### config.mk
export PLATFORM = sky130hd
export DESIGN_NAME = tccu_unit
export DESIGN_NICKNAME = d
export VERILOG_FILES = /design/src/verilog/tccu_pkg.sv /design/src/verilog/tccu_unit.sv /design/src/verilog/tccu_edge.sv
export SDC_FILE = /design/constraint.sdc
export NUM_CORES = 1
export LEC_CHECK = 0
export ABC_AREA = 1
export BUFFER_PORTS_ARGS = -buffer_cell sky130_fd_sc_hd__buf_2
export CAP_MARGIN = 20
export CORE_UTILIZATION = 30
export CTS_BUF_LIST = sky130_fd_sc_hd__clkbuf_8 sky130_fd_sc_hd__clkbuf_16
export DETAILED_ROUTE_END_ITERATION = 6
export PLACE_DENSITY = 0.62
export REMOVE_ABC_BUFFERS = 1
export SLEW_MARGIN = 20
export SYNTH_ARGS = -nofsm -noshare
export SYNTH_HDL_FRONTEND = slang
export SYNTH_SLANG_ARGS = --single-unit
### constraint.sdc
create_clock -name clk_i -period 2.1 [get_ports clk_i]
set_clock_uncertainty 0.2 [all_clocks]
set_input_delay 0.315 -clock clk_i [delete_from_list [all_inputs] [get_ports clk_i]]
set_output_delay 0.315 -clock clk_i [all_outputs]
set_load 0.01 [all_outputs]
### src/verilog/tccu_pkg.sv
// Package of constants and types for the timer capture/compare unit
`default_nettype none
package tccu_pkg;
  localparam int TIMER_WIDTH = 16;
  localparam int MODE_WIDTH  = 4;
  localparam int PS_WIDTH    = 4;
  localparam int FLAG_BIT    = 2;
  localparam int DIR_BIT     = 3;

  // Mode codes of unit_mode_field
  localparam logic [3:0] MODE_OFF        = 4'h0;
  localparam logic [3:0] MODE_CAP_FALL   = 4'h4;
  localparam logic [3:0] MODE_CAP_RISE   = 4'h5;
  localparam logic [3:0] MODE_CAP_RISE4  = 4'h6;
  localparam logic [3:0] MODE_CAP_RISE16 = 4'h7;
  localparam logic [3:0] MODE_CMP_HIGH   = 4'h8;
  localparam logic [3:0] MODE_CMP_LOW    = 4'h9;
  localparam logic [3:0] MODE_CMP_FLAG   = 4'hA;

  localparam logic [3:0]  PS_RESET      = 4'h0;
  localparam logic [3:0]  PS_LAST_4     = 4'h3;
  localparam logic [3:0]  PS_LAST_16    = 4'hF;
  localparam logic [15:0] HOLD_RESET    = 16'h0000;

  typedef enum logic [2:0] {
    KIND_OFF = 3'b001,
    KIND_CAP = 3'b010,
    KIND_CMP = 3'b100
  } tccu_kind_type;

  typedef struct packed {
    logic [15:0] hold_reg;
    logic [3:0]  prescale;
    logic        pin_prev;
    logic        cmp_latch;
    logic        irq_flag;
    logic        flag_pulse;
  } tccu_state_type;

  typedef struct packed {
    logic        wr;
    logic        wr_high;
    logic [7:0]  data;
  } tccu_hold_wr_type;
endpackage : tccu_pkg
`default_nettype wire

### src/verilog/tccu_unit.sv
// Timer capture/compare unit top level
`default_nettype none
module tccu_unit
  import tccu_pkg::*;
(
  input  wire logic        clk_i,
  input  wire logic        rst_n_i,
  input  wire logic [15:0] timer_count_i,
  input  wire logic [3:0]  unit_mode_field_i,
  input  wire logic        ctrl_wr_i,
  input  wire logic        flag_clr_i,
  input  wire logic        hold_wr_i,
  input  wire logic        hold_wr_high_i,
  input  wire logic [7:0]  hold_wr_data_i,
  input  wire logic        shared_event_pin_i,
  output logic [7:0]       hold_reg_high_o,
  output logic [7:0]       hold_reg_low_o,
  output logic             unit_irq_flag_o,
  output logic             cmp_latch_o,
  output logic             event_pulse_o
);
  tccu_state_type   state;
  tccu_state_type   next_state;
  tccu_kind_type    kind;
  tccu_hold_wr_type hwr;
  logic             cap_event;
  logic [3:0]       next_prescale;
  logic             match;

  function automatic tccu_kind_type mode_kind(input logic [3:0] m);
    case (m)
      MODE_CAP_FALL, MODE_CAP_RISE, MODE_CAP_RISE4, MODE_CAP_RISE16:
        mode_kind = KIND_CAP;
      MODE_CMP_HIGH, MODE_CMP_LOW, MODE_CMP_FLAG:
        mode_kind = KIND_CMP;
      default:
        mode_kind = KIND_OFF;
    endcase
  endfunction : mode_kind

  assign kind = mode_kind(unit_mode_field_i);
  assign hwr  = '{wr: hold_wr_i, wr_high: hold_wr_high_i,
                  data: hold_wr_data_i};
  assign match = (state.hold_reg == timer_count_i);

  // Pin sampled regardless of direction, so port writes can capture
  tccu_edge u_edge (
    .pin_now_i       (shared_event_pin_i),
    .pin_prev_i      (state.pin_prev),
    .mode_i          (unit_mode_field_i),
    .prescale_i      (state.prescale),
    .event_o         (cap_event),
    .next_prescale_o (next_prescale)
  );

  always_comb begin
    next_state            = state;
    next_state.pin_prev   = shared_event_pin_i;
    next_state.prescale   = next_prescale;
    next_state.flag_pulse = 1'b0;
    if (hwr.wr) begin
      if (hwr.wr_high) begin
        next_state.hold_reg[15:8] = hwr.data;
      end else begin
        next_state.hold_reg[7:0] = hwr.data;
      end
    end
    case (kind)
      KIND_CAP: begin
        if (cap_event) begin
          next_state.hold_reg   = timer_count_i;
          next_state.flag_pulse = 1'b1;
        end
      end
      KIND_CMP: begin
        if (match) begin
          next_state.flag_pulse = 1'b1;
          case (unit_mode_field_i)
            MODE_CMP_HIGH: begin
              next_state.cmp_latch = 1'b1;
            end
            MODE_CMP_LOW: begin
              next_state.cmp_latch = 1'b0;
            end
            default: begin
              next_state.cmp_latch = state.cmp_latch;
            end
          endcase
        end
      end
      KIND_OFF: begin
        next_state.prescale = PS_RESET;
      end
      default: begin
        next_state.prescale = PS_RESET;
      end
    endcase
    // Zero written to control drops the compare latch
    if (ctrl_wr_i && unit_mode_field_i == MODE_OFF) begin
      next_state.cmp_latch = 1'b0;
    end
    // Set beats clear so no event is lost
    if (flag_clr_i) begin
      next_state.irq_flag = 1'b0;
    end
    if (next_state.flag_pulse) begin
      next_state.irq_flag = 1'b1;
    end
  end

  always_ff @(posedge clk_i or negedge rst_n_i) begin
    if (!rst_n_i) begin
      state <= '{hold_reg: HOLD_RESET, prescale: PS_RESET, pin_prev: 1'b0,
                 cmp_latch: 1'b0, irq_flag: 1'b0, flag_pulse: 1'b0};
    end else begin
      state <= next_state;
    end
  end

  assign hold_reg_high_o = state.hold_reg[15:8];
  assign hold_reg_low_o  = state.hold_reg[7:0];
  assign unit_irq_flag_o = state.irq_flag;
  assign cmp_latch_o     = state.cmp_latch;
  assign event_pulse_o   = state.flag_pulse;
endmodule : tccu_unit
`default_nettype wire

### src/verilog/tccu_edge.sv
// Capture event qualifier: edge choice and event prescaler
`default_nettype none
module tccu_edge
  import tccu_pkg::*;
(
  input  wire logic       pin_now_i,
  input  wire logic       pin_prev_i,
  input  wire logic [3:0] mode_i,
  input  wire logic [3:0] prescale_i,
  output logic            event_o,
  output logic [3:0]      next_prescale_o
);
  logic rise;
  logic fall;

  always_comb begin
    rise            = pin_now_i & ~pin_prev_i;
    fall            = ~pin_now_i & pin_prev_i;
    event_o         = 1'b0;
    next_prescale_o = prescale_i;
    case (mode_i)
      MODE_CAP_FALL: begin
        event_o = fall;
      end
      MODE_CAP_RISE: begin
        event_o = rise;
      end
      MODE_CAP_RISE4: begin
        // Counter kept across prescale switches
        if (rise) begin
          event_o         = (prescale_i[1:0] == PS_LAST_4[1:0]);
          next_prescale_o = prescale_i + 4'h1;
        end
      end
      MODE_CAP_RISE16: begin
        if (rise) begin
          event_o         = (prescale_i == PS_LAST_16);
          next_prescale_o = prescale_i + 4'h1;
        end
      end
      default: begin
        next_prescale_o = PS_RESET;
      end
    endcase
  end
endmodule : tccu_edge
`default_nettype wire

Word-level counts from Yosys, hierarchy flattened. Cells that the tools add are included.

Flip-flop bits (word level): 24. Bits of input ports: 35. Output and inout port bits: 19. Logic and storage cells: 59.

Add/sub/neg operators: 1. Eq/ne operators: 14. Mux-type cells: 21. Bitwise operators: 4. Reduce and logical (&&, ||, !) cells: 13.

Operators with widths (number): 16-bit 2-to-1 mux (3); 16-bit == test (1); 4-bit by 3-bit == test with 1-bit output (second input constant) (4); 4-bit == test (second input constant) (4); 8-bit 2-to-1 mux (2); 1-bit 2-to-1 mux (9); 4-bit 2-to-1 mux (2); 4-bit one-hot mux with 2 select lines (1); 3-bit one-hot mux with 2 select lines (1); 2-bit nonzero test (3); 2-bit OR reduction (3); 4-bit by 1-bit adder with 4-bit output (second input constant) (1); 4-bit logical NOT (1); 1-bit one-hot mux with 2 select lines (2); 1-bit one-hot mux with 4 select lines (1); 4-bit OR reduction (1); 3-bit by 2-bit == test with 1-bit output (second input constant) (1); 3-bit == test (second input constant) (1); 3-bit by 2-bit != test with 1-bit output (second input constant) (1); 3-bit AND reduction (1); 3-bit nonzero test (1); 3-bit OR reduction (1); 1-bit bitwise AND (2); 2-bit == test (second input constant) (1); other kinds (4) (5).

Longest topological paths before layout. Gate-level depths: netlist of the first run.

Depth after elaboration: 7. Mapped depth: 11. Gate-level depth less buffers: 11.

Modules after synthesis. From an unflattened synthesis of the first run, not the netlist that was laid out.

Cell total of the unflattened synthesis: 277. Area, all modules: 1771.7 µm².

By module, submodules not included: tccu_unit (times used 1, cells an instance 233, area each 1555.2 µm², sequential area each 600.6 µm²); tccu_edge (times used 1, cells an instance 44, area each 216.5 µm², sequential area each 0.0 µm²).

Least setup slack after synthesis of the first run. OpenSTA, ideal clock, no wires.

Kind: reg2reg. Start point: register state[5] in the netlist's numbering. End point: register state, in the netlist unit_irq_flag_o. Library setup time: 127 ps. Arrival time: 1142 ps. Data required time: 1773 ps. Path slack: 631 ps. Cell stages (with the launch flop): 9. Buffers on the path: 1. Period minus slack after synthesis: 1469 ps. Path through: dfrtp_1 ha_1 inv_1 nand2_1 nand2_1 o21ai_2 nand2_2 buf_6 nand3_1.

Word-level cells in the longest chain between the ends: 6. Elaborated cells on any way between the ends: 9. Those cells by class: eq/ne (2); mux (6); reduce/logical (1).

Ends and longest elaborated chain: from (decl) (line tccu_unit.sv:22) `tccu_state_type state;`; from (signal assigned) (line tccu_unit.sv:113) `state <= '{hold_reg: HOLD_RESET, prescale: PS_RESET, pin_prev: 1'b0,`; from (signal assigned) (line tccu_unit.sv:116) `state <= next_state;`; 4-bit == test or 2-bit == test (tied branches) (line tccu_edge.sv:37, tccu_edge.sv:31); 1-bit 2-to-1 mux (on tied branches) (line tccu_edge.sv:36, tccu_edge.sv:30); 1-bit one-hot mux with 4 select lines (*) (line tccu_edge.sv:21) `case (mode_i)`; 1-bit 2-to-1 mux (*) (line tccu_unit.sv:70) `if (cap_event) begin`; 1-bit one-hot mux with 2 select lines (*) (line tccu_unit.sv:68) `case (kind)`; 1-bit 2-to-1 mux or 2-bit nonzero test (tied branches).

Every way passes the cells marked *; elsewhere a longest branch is shown, timed or not. A chain may end at the register's enable or synchronous reset.

==> results_dict.tcl, run 1 <==
set metrics [dict create \
    critPathMaxFanout 34 \
    whs_path_depth 3 \
    cp_top_family "buffers and inverters" \
    cts_resized 0 \
    clk_latency_ns 0.26 \
    final_max_slew_viol_count 0 \
    wl_um 3610 \
    finalNonFillerCells 375 \
    status "finished, final reports clean" \
    timing.rr.end "hold_reg_low_o[7]" \
    cp-start-kind "input pin" \
    syn_area_per_cell_um2 6.64 \
    cts_root_buffer "clkbuf_8" \
    fin_crit_sh 0.855 \
    num_antenna_cells 0 \
    syn-cell-area_um2 1760 \
    hold_buffers 2 \
    syn_to_final_growth_pct 15.6 \
    htreeDepth 1 \
    grt.total_usage 0.119 \
    rr_startpoint "state[5]" \
    timing.hold.ws_ns 0.123 \
    io_pins 54 \
    tritoncts "built" \
    worst-path-buf-inv 4 \
    end_kind "flop" \
    rsz0062_at_grt "no" \
    core_um2 5570 \
    stdcell_area_um2 2040 \
    place_hpwl_um 2840 \
    drive_gt1_frac 0.274 \
    antenna_found_initial 0 \
    place_inst 370 \
    post_cts_buffers 0 \
    drv_cap 0 \
    cp_slowest_stage_delay_ns 0.51 \
    setup_viol 0 \
    ff2ff_path_depth 9 \
    placementRows 27 \
    yosysWarnings 0 \
    dieArea_um2 6180 \
    grt_pass1_vias 1363 \
    irDropWorstVdd_uv 368 \
    fmax_mhz 557 \
    wl_per_cell_um 9.61 \
    initial_core_util 0.316 \
    fin_ws_ns 0.303 \
    routed_via_density 4.25 \
    clk_path_buf_depth 2 \
    post-place-ws_ns 0.543 \
    path_clk_slew_ns 0.08 \
    num_vias 1594 \
    holdCritPathClass "input pin to flop" \
    drc_errors 0 \
    p_leak_nw 1.20 \
    cts_inserted_buffers 3 \
    cp.arrival_ns 1.75 \
    tightest_slew_ns 0.552 \
    drtIter0Drc 38 \
    overflow 0 \
    ant_nets 0 \
    slew_headroom 0.632 \
    grt_pass1_wl_um 5760 \
    ys_seq_area_frac 0.341 \
    dpl_cell_area_um2 1970 \
    grt_max_degree 35 \
    syn_inst 265 \
    finalHoldViolations 0 \
    rrSetupSlack_ns 0.54 \
    die_h_um 78.6 \
    fin_crit_ns 1.80 \
    setup_tns_ns 0 \
    nNetsFinal 341 \
    min_from "timer_count_i[3]" \
    cp_slowest_cell "dlygate4sd3_1" \
    holdPathEnd "hold_reg_low_o[3]" \
    die_w_um 78.6 \
    worstPathRequired_ns 2.05 \
    synth.distinct_cells 22 \
    port_buffers 53 \
    cts_sinks 24 \
    p_per_area_nw_per_um2 606 \
    crit_chain "dlygate4sd3_1 -> buf_2 -> inv_1 -> nor2_2 -> nand2_1 -> o21ai_2 -> nand2_2 -> buf_12 -> nand2_1 -> o21ai_2" \
    synth_seq_cells 24 \
    crit_type "input pin to flop" \
    gp_congestion 0.787 \
    drtPass1Iterations 4 \
]
-- synthesized netlist by cell type --
library cell / number / area, um2
a21oi_1: 3 / 15.0
a21oi_2: 2 / 17.5
inv_2: 2 / 7.51
o21ai_0: 19 / 95.1
buf_4: 16 / 120
clkbuf_1: 2 / 7.51
o31ai_1: 1 / 7.51
nand3_1: 5 / 25.0
o21ai_2: 17 / 149
nor3b_1: 1 / 7.51
nor2_4: 1 / 11.3
nor2_2: 1 / 6.26
nand2_1: 97 / 364
nor2_1: 12 / 45.0
nor3_1: 1 / 5.00
nand2_2: 3 / 18.8
inv_1: 51 / 191
nand3b_1: 1 / 7.51
buf_6: 3 / 33.8
nand4_1: 2 / 12.5
dfrtp_1: 24 / 601
ha_1: 1 / 12.5
-- report_power, final --
group          leakage, nW  internal (W)  switching [W]  total [W]
combinational        0.869      0.000168       0.000226   0.000394
sequential           0.305      0.000524      0.0000556   0.000579
clock               0.0216      0.000128       0.000133   0.000261
total                 1.20      0.000820       0.000415    0.00123
-- worst min-delay path: cells and delay by family --
family	cells	cell delay (ns)
buf+inv	2	0.17
compound gates	1	0.06
-- how the worst max path moves through the flow --
stage                            start                  to  slack, ns  cells past startpoint
floorplan                     state[5]  hold_reg_high_o[0]       0.37                      8
global placement      timer_count_i[3]         cmp_latch_o       0.56                     12
detailed placement            state[5]     unit_irq_flag_o       0.54                      8
CTS                 shared_event_pin_i   hold_reg_low_o[3]       0.31                     10
global route        shared_event_pin_i            state[7]       0.18                      9
finish              shared_event_pin_i   hold_reg_low_o[7]       0.30                     10
-- sequential cells by signal, summed over array words and instances, names as in the netlist --
name	flops
state	5
hold_reg_low_o	8
hold_reg_high_o	8
event_pulse_o	1
unit_irq_flag_o	1
cmp_latch_o	1
-- cells in the final DEF (no fill, tap or decap) --
| master | synthesis | routed |
|---|---|---|
| dlygate4sd3_1 | 0 | 2 |
| a21oi_1 | 3 | 3 |
| nand3_1 | 5 | 5 |
| nor3_1 | 1 | 1 |
| inv_2 | 2 | 2 |
| nor2_2 | 1 | 1 |
| clkbuf_8 | 0 | 3 |
| buf_2 | 0 | 53 |
| nand4_1 | 2 | 2 |
| nor2_4 | 1 | 1 |
| nor2_1 | 12 | 12 |
| o21ai_2 | 17 | 17 |
| a21oi_2 | 2 | 2 |
| inv_1 | 51 | 51 |
| dfrtp_1 | 24 | 24 |
| ha_1 | 1 | 1 |
| nand2_2 | 3 | 3 |
| buf_12 | 0 | 1 |
| nand2_1 | 97 | 97 |
| nand3b_1 | 1 | 1 |
| o31ai_1 | 1 | 1 |
| nor3b_1 | 1 | 1 |
| o21ai_0 | 19 | 19 |
-- stage by stage --
stage	total power, W	util
3_5_place_dp	0.000985	0.354
5_1_grt	0.00135	0.365
3_3_place_gp	0.000973	0.354
6_report	0.00123	0.365
2_1_floorplan	0.000832	-
4_1_cts	0.00126	0.365
-- final cells by class --
cell class	instances	area [um2]
well taps	72	90.1
repair buffers	56	305
flip-flops and latches	24	601
clock buffers	3	41.3
fillers	616	3540
multi-input cells	167	800
inverters	53	199
-- logic make-up (layout without fill, tap and decap cells) --
family | after synthesis | in the layout | synth area share
and+or+nand+nor | 124 | 124 | 0.286
buffers and inverters | 74 | 112 | 0.205
AOI/OAI and AO/OA | 42 | 42 | 0.161
DFF | 24 | 24 | 0.341
adders and majority gates | 1 | 1 | 0.00711
-- routing by layer --
metal  routed length (um)  global-route usage
met3                  234              0.0337
met5                    0                   0
met1                 1770               0.156
met4                   23              0.0278
met2                 1580               0.190
No activity file was read; power rests on OpenSTA's default activity.
==> inputs of run 2 (changes only) <==
--- a/config.mk
+++ b/config.mk
@@ -8,10 +8,12 @@
 export ABC_AREA = 1
 export BUFFER_PORTS_ARGS = -buffer_cell sky130_fd_sc_hd__buf_2
 export CAP_MARGIN = 20
-export CORE_UTILIZATION = 30
+export CORE_ASPECT_RATIO = 0.8
+export CORE_UTILIZATION = 50
 export CTS_BUF_LIST = sky130_fd_sc_hd__clkbuf_8 sky130_fd_sc_hd__clkbuf_16
+export CTS_CLUSTER_DIAMETER = 50
 export DETAILED_ROUTE_END_ITERATION = 6
-export PLACE_DENSITY = 0.62
+export PLACE_DENSITY = 0.89
 export REMOVE_ABC_BUFFERS = 1
 export SLEW_MARGIN = 20
 export SYNTH_ARGS = -nofsm -noshare
==> run 2 against run 1 <==
Against the previous run:
- cell area fell by 0.49%
- fmax down 0.15%
- utilization increased by 26 points
- power increased by 13%
- combinational power increased by 2%
- count of clock-buffer cells in the layout did not move
- cell count is 8.3% lower
- sequential share of layout area is 0.15 points higher
- critical path type unchanged
- highest routed layer unchanged
==> results_dict.tcl, run 2 (synthesized netlist as in run 1, its figures left out) <==
set metrics [dict create \
    ff2ff_path_depth 9 \
    drv_cap 0 \
    gp_congestion 0.752 \
    wl_per_cell_um 10.5 \
    grt_pass1_vias 1316 \
    tritoncts "built" \
    cp-start-kind "input pin" \
    worst-path-buf-inv 4 \
    drc_errors 0 \
    antenna_found_initial 0 \
    io_pins 54 \
    irDropWorstVdd_uv 312 \
    clk_path_buf_depth 2 \
    cp_num_cells 10 \
    startpoint "shared_event_pin_i" \
    place_hpwl_um 2800 \
    die_h_um 55.1 \
    path_clk_slew_ns 0.09 \
    mostFrequentLayoutCells "97 x nand2_1, 53 x buf_2, 51 x inv_1" \
    overflow 0 \
    crit_chain "dlygate4sd3_1 -> buf_2 -> inv_1 -> nor2_2 -> nand2_1 -> o21ai_2 -> nand2_2 -> buf_12 -> nand2_1 -> o21ai_2" \
    syn_to_final_growth_pct 15.1 \
    cp_slowest_stage_delay_ns 0.53 \
    fmax_mhz 556 \
    nNetsFinal 341 \
    grt_max_degree 35 \
    p_leak_nw 1.21 \
    port_buffers 53 \
    final_common_cell "nand2_1" \
    finalHoldViolations 0 \
    rsz0062_at_grt "no" \
    num_antenna_cells 0 \
    num-fill-cells 289 \
    tightest_slew_ns 0.537 \
    fin_crit_ns 1.80 \
    place_inst 338 \
    end_kind "flop" \
    drtIter0Drc 65 \
    cts_root_buffer "clkbuf_8" \
    crit_type "input pin to flop" \
    fin_crit_sh 0.857 \
    p_per_area_nw_per_um2 689 \
    critPathMaxFanout 34 \
    setup_tns_ns 0 \
    cts_inserted_buffers 3 \
    endpoint "hold_reg_low_o[5]" \
    cp_slowest_cell "dlygate4sd3_1" \
    grt.total_usage 0.206 \
    status "finished, final reports clean" \
    htreeDepth 1 \
    post_cts_buffers 0 \
    rr_startpoint "state[5]" \
    cp_top_family "buffers and inverters" \
    slew_headroom 0.642 \
    timing.hold.ws_ns 0.110 \
    placementRows 18 \
    finalNonFillerCells 344 \
    final_max_slew_viol_count 0 \
    initial_core_util 0.547 \
    dieArea_um2 3760 \
    core_um2 3220 \
    grt_pass1_wl_um 5550 \
    timing.rr.end "hold_reg_low_o[5]" \
    hold_buffers 2 \
    ant_nets 0 \
    rrSetupSlack_ns 0.48 \
    routed_via_density 4.68 \
    die_w_um 68.3 \
    cts_resized 0 \
    drtPass1Iterations 4 \
    holdCritPathClass "input pin to flop" \
    drive_gt1_frac 0.276 \
    cts_sinks 24 \
    worstPathRequired_ns 2.06 \
    wl_um 3620 \
    cp.arrival_ns 1.76 \
    num_vias 1609 \
    setup_viol 0 \
    clk_latency_ns 0.27 \
]
## run 2: changes by cell type in the layout (fill, tap and decap cells not counted)
| cell | before | now |
|---|---|---|
| bufinv_16 | 0 | 1 |
## run 2: through the flow
step	worst slack, ns	util	total power (W)	cell area, um2
finish	0.301	0.629	0.00140	2030
global route	0.183	0.629	0.00149	2030
CTS	0.311	0.629	0.00140	2030
detailed placement	0.518	0.601	0.000989	1930
global placement	0.570	0.601	0.000965	1930
floorplan	0.368	-	0.000832	1600
## run 2: worst min path at each step
stage | to | slack, ns | from | depth (start not counted)
floorplan | cmp_latch_o | -0.18 | rst_n_i | 0
global placement | cmp_latch_o | 0.12 | rst_n_i | 1
detailed placement | event_pulse_o | 0.13 | rst_n_i | 1
CTS | unit_irq_flag_o | 0.12 | flag_clr_i | 4
global route | hold_reg_high_o[0] | 0.12 | timer_count_i[8] | 3
finish | hold_reg_low_o[2] | 0.11 | timer_count_i[2] | 3
## run 2: power breakdown
group	internal, W	switching, W	total, W
sequential	0.000524	0.0000592	0.000583
clock	0.000255	0.000158	0.000413
combinational	0.000169	0.000231	0.000400
## run 2: metal layers
layer | vias to the layer above | wire, um | track usage
li1 | 861 | - | -
met1 | 693 | 1710 | 0.255
met2 | 51 | 1670 | 0.366
met3 | 4 | 202 | 0.0369
met4 | 0 | 31 | 0.0660
met5 | - | 0 | 0
## run 2: layout make-up
class / instances / area [um2] / area share
multi-input cells: 167 / 800 / 0.395
flip-flops and latches: 24 / 601 / 0.296
repair buffers: 56 / 305 / 0.151
inverters: 53 / 199 / 0.0982
well taps: 40 / 50.0 / 0.0247
clock buffers: 3 / 41.3 / 0.0204
clock inverters: 1 / 30.0 / 0.0148
## run 2: worst min-delay path: stages
cell and delay (ns):
buf_2 0.10, inv_1 0.08, o21ai_2 0.06
==> inputs of run 3 (changes only) <==
--- a/config.mk
+++ b/config.mk
@@ -10,12 +10,13 @@
 export CAP_MARGIN = 20
 export CORE_ASPECT_RATIO = 0.8
 export CORE_UTILIZATION = 50
-export CTS_BUF_LIST = sky130_fd_sc_hd__clkbuf_8 sky130_fd_sc_hd__clkbuf_16
 export CTS_CLUSTER_DIAMETER = 50
 export DETAILED_ROUTE_END_ITERATION = 6
 export PLACE_DENSITY = 0.89
 export REMOVE_ABC_BUFFERS = 1
+export SETUP_SLACK_MARGIN = 0.5
 export SLEW_MARGIN = 20
 export SYNTH_ARGS = -nofsm -noshare
 export SYNTH_HDL_FRONTEND = slang
 export SYNTH_SLANG_ARGS = --single-unit
+export TNS_END_PERCENT = 20
==> run 3 against run 2 <==
Against the previous run:
- sequential power barely moved
- non-clock buffer count up 5
- highest routed layer unchanged
- via count increased by 9.6%
- global-route usage up 1.8 points
- first-iteration DRC count is 65% higher
- sequential share of layout area down 1.3 points
- wire length rose by 20%
- critical endpoint is now cmp_latch_o
- worst hold slack got worse by 0.00067 ns
==> results_dict.tcl, run 3 (synthesized netlist as in run 1, its figures left out) <==
set metrics [dict create \
    clk_latency_ns 0.27 \
    grtUsageMet2 0.391 \
    htreeDepth 1 \
    ant_nets 0 \
    total_power_w 0.00144 \
    status "finished, final reports clean" \
    rsz0062_at_grt "yes" \
    clk_path_buf_depth 2 \
    holdCritPathClass "input pin to flop" \
    globalRouteMet1Util 0.286 \
    wl_per_cell_um 12.4 \
    final_common_cell "nand2_1" \
    cp.arrival_ns 1.60 \
    p_leak_nw 1.26 \
    p_per_area_nw_per_um2 680 \
    end_kind "flop" \
    cts_inserted_buffers 3 \
    finalHoldViolations 0 \
    routed_via_density 5.05 \
    antenna_found_initial 0 \
    path_clk_slew_ns 0.09 \
    irDropWorstVdd_uv 313 \
    fin_crit_sh 0.774 \
    syn_to_final_growth_pct 20.2 \
    drive_gt1_frac 0.301 \
    overflow 0 \
    post-place-ws_ns 0.518 \
    fin_crit_ns 1.63 \
    timing.rr.end "cmp_latch_o" \
    drtIter0Drc 107 \
    num_vias 1764 \
    gr-max-usage-layer "met2" \
    io_pins 54 \
    drtPass1Iterations 5 \
    cts_sinks 24 \
    place_hpwl_um 2800 \
    grt_max_degree 25 \
    nNetsFinal 346 \
    whs_path_depth 4 \
    core_um2 3220 \
    min_from "flag_clr_i" \
    cts_root_buffer "clkbuf_8" \
    placementRows 18 \
    num_antenna_cells 0 \
    setup_tns_ns 0 \
    die_h_um 55.1 \
    holdPathEnd "unit_irq_flag_o" \
    fmax_mhz 615 \
    final_max_slew_viol_count 0 \
    cp-start-kind "flop" \
    tritoncts "built" \
    die_w_um 68.3 \
    gp_congestion 0.752 \
    grt.total_usage 0.225 \
    drv_cap 0 \
    met3_usage 0.0369 \
    wl_um 4340 \
    initial_core_util 0.547 \
    drc_errors 0 \
    rrSetupSlack_ns 0.47 \
    port_buffers 53 \
    grt_pass1_vias 1348 \
    dieArea_um2 3760 \
    fin_ws_ns 0.474 \
    critPathMaxFanout 4 \
    worstPathRequired_ns 2.08 \
    slew_headroom 0.643 \
    rr_startpoint "hold_reg_high_o[4]" \
    mostFrequentLayoutCells "97 x nand2_1, 53 x buf_2, 51 x inv_1" \
    crit_type "flop to flop" \
    setup_viol 0 \
    tightest_slew_ns 0.536 \
    timing.hold.ws_ns 0.109 \
    grt_pass1_wl_um 5950 \
    ff2ff_path_depth 11 \
]
-- run 3: cell count changes in the layout (fill, tap and decap cells not counted) --
cell / change
buf_4: +3
clkbuf_16: +1
nor2_1: -4
nand2_4: +1
nand2_2: -1
buf_16: +1
nor2_2: +4
-- run 3: worst max path at each step --
| stage | endpoint | depth (start not counted) | slack [ns] | startpoint |
|---|---|---|---|---|
| global route | cmp_latch_o | 11 | 0.34 | hold_reg_high_o[4] |
| global placement | cmp_latch_o | 12 | 0.57 | timer_count_i[10] |
| floorplan | hold_reg_high_o[0] | 8 | 0.37 | state[5] |
| CTS | hold_reg_low_o[5] | 9 | 0.48 | state[5] |
| detailed placement | hold_reg_high_o[7] | 9 | 0.52 | state[5] |
| finish | cmp_latch_o | 11 | 0.47 | hold_reg_high_o[4] |
-- run 3: final cells by class --
type | instances | area [um2]
Inverter | 53 | 199
Fill cell | 260 | 1100
Timing Repair Buffer | 61 | 380
Clock inverter | 1 | 30.0
Sequential cell | 24 | 601
Clock buffer | 3 | 41.3
Tap cell | 40 | 50.0
Multi-Input combinational cell | 167 | 815
-- run 3: metrics by stage --
stage	cells	instance area [um2]	utilization
after floorplan	244	1600	-
after global placement	338	1930	0.601
after detailed placement	338	1930	0.601
after CTS	346	2060	0.640
after global routing	349	2120	0.657
final	349	2120	0.657
-- run 3: metal layers --
| metal | routed length [um] | part of all wire |
|---|---|---|
| met5 | 0 | 0 |
| met4 | 106 | 0.024 |
| met3 | 271 | 0.062 |
| met2 | 2040 | 0.47 |
| met1 | 1930 | 0.44 |
-- run 3: power breakdown --
group / internal (W) / switching, W / leakage (nW)
Clock: 0.000255 / 0.000161 / 0.0357
Sequential: 0.000524 / 0.0000601 / 0.305
Combinational: 0.000185 / 0.000255 / 0.921
-- run 3: what timing repair did --
action / CTS / global route
gates cloned: 1 / 1
endpoints found under the setup margin: 6 / 19
pin swaps: 0 / 2
resized for setup: 1 / 5
setup buffers: 1 / 2
hold buffers: 2 / 0
hold endpoints to repair: 25 / 0
-- run 3: critical path, stage by stage (launching register included) --
cell	delay, ns
dfrtp_1	0.43
inv_1	0.06
nand2_1	0.06
nand2_1	0.08
nor2_1	0.14
nand2_1	0.10
nor2_2	0.15
nand2_1	0.08
nand2_1	0.08
nand2_1	0.05
nand2_1	0.06
nand2_1	0.04
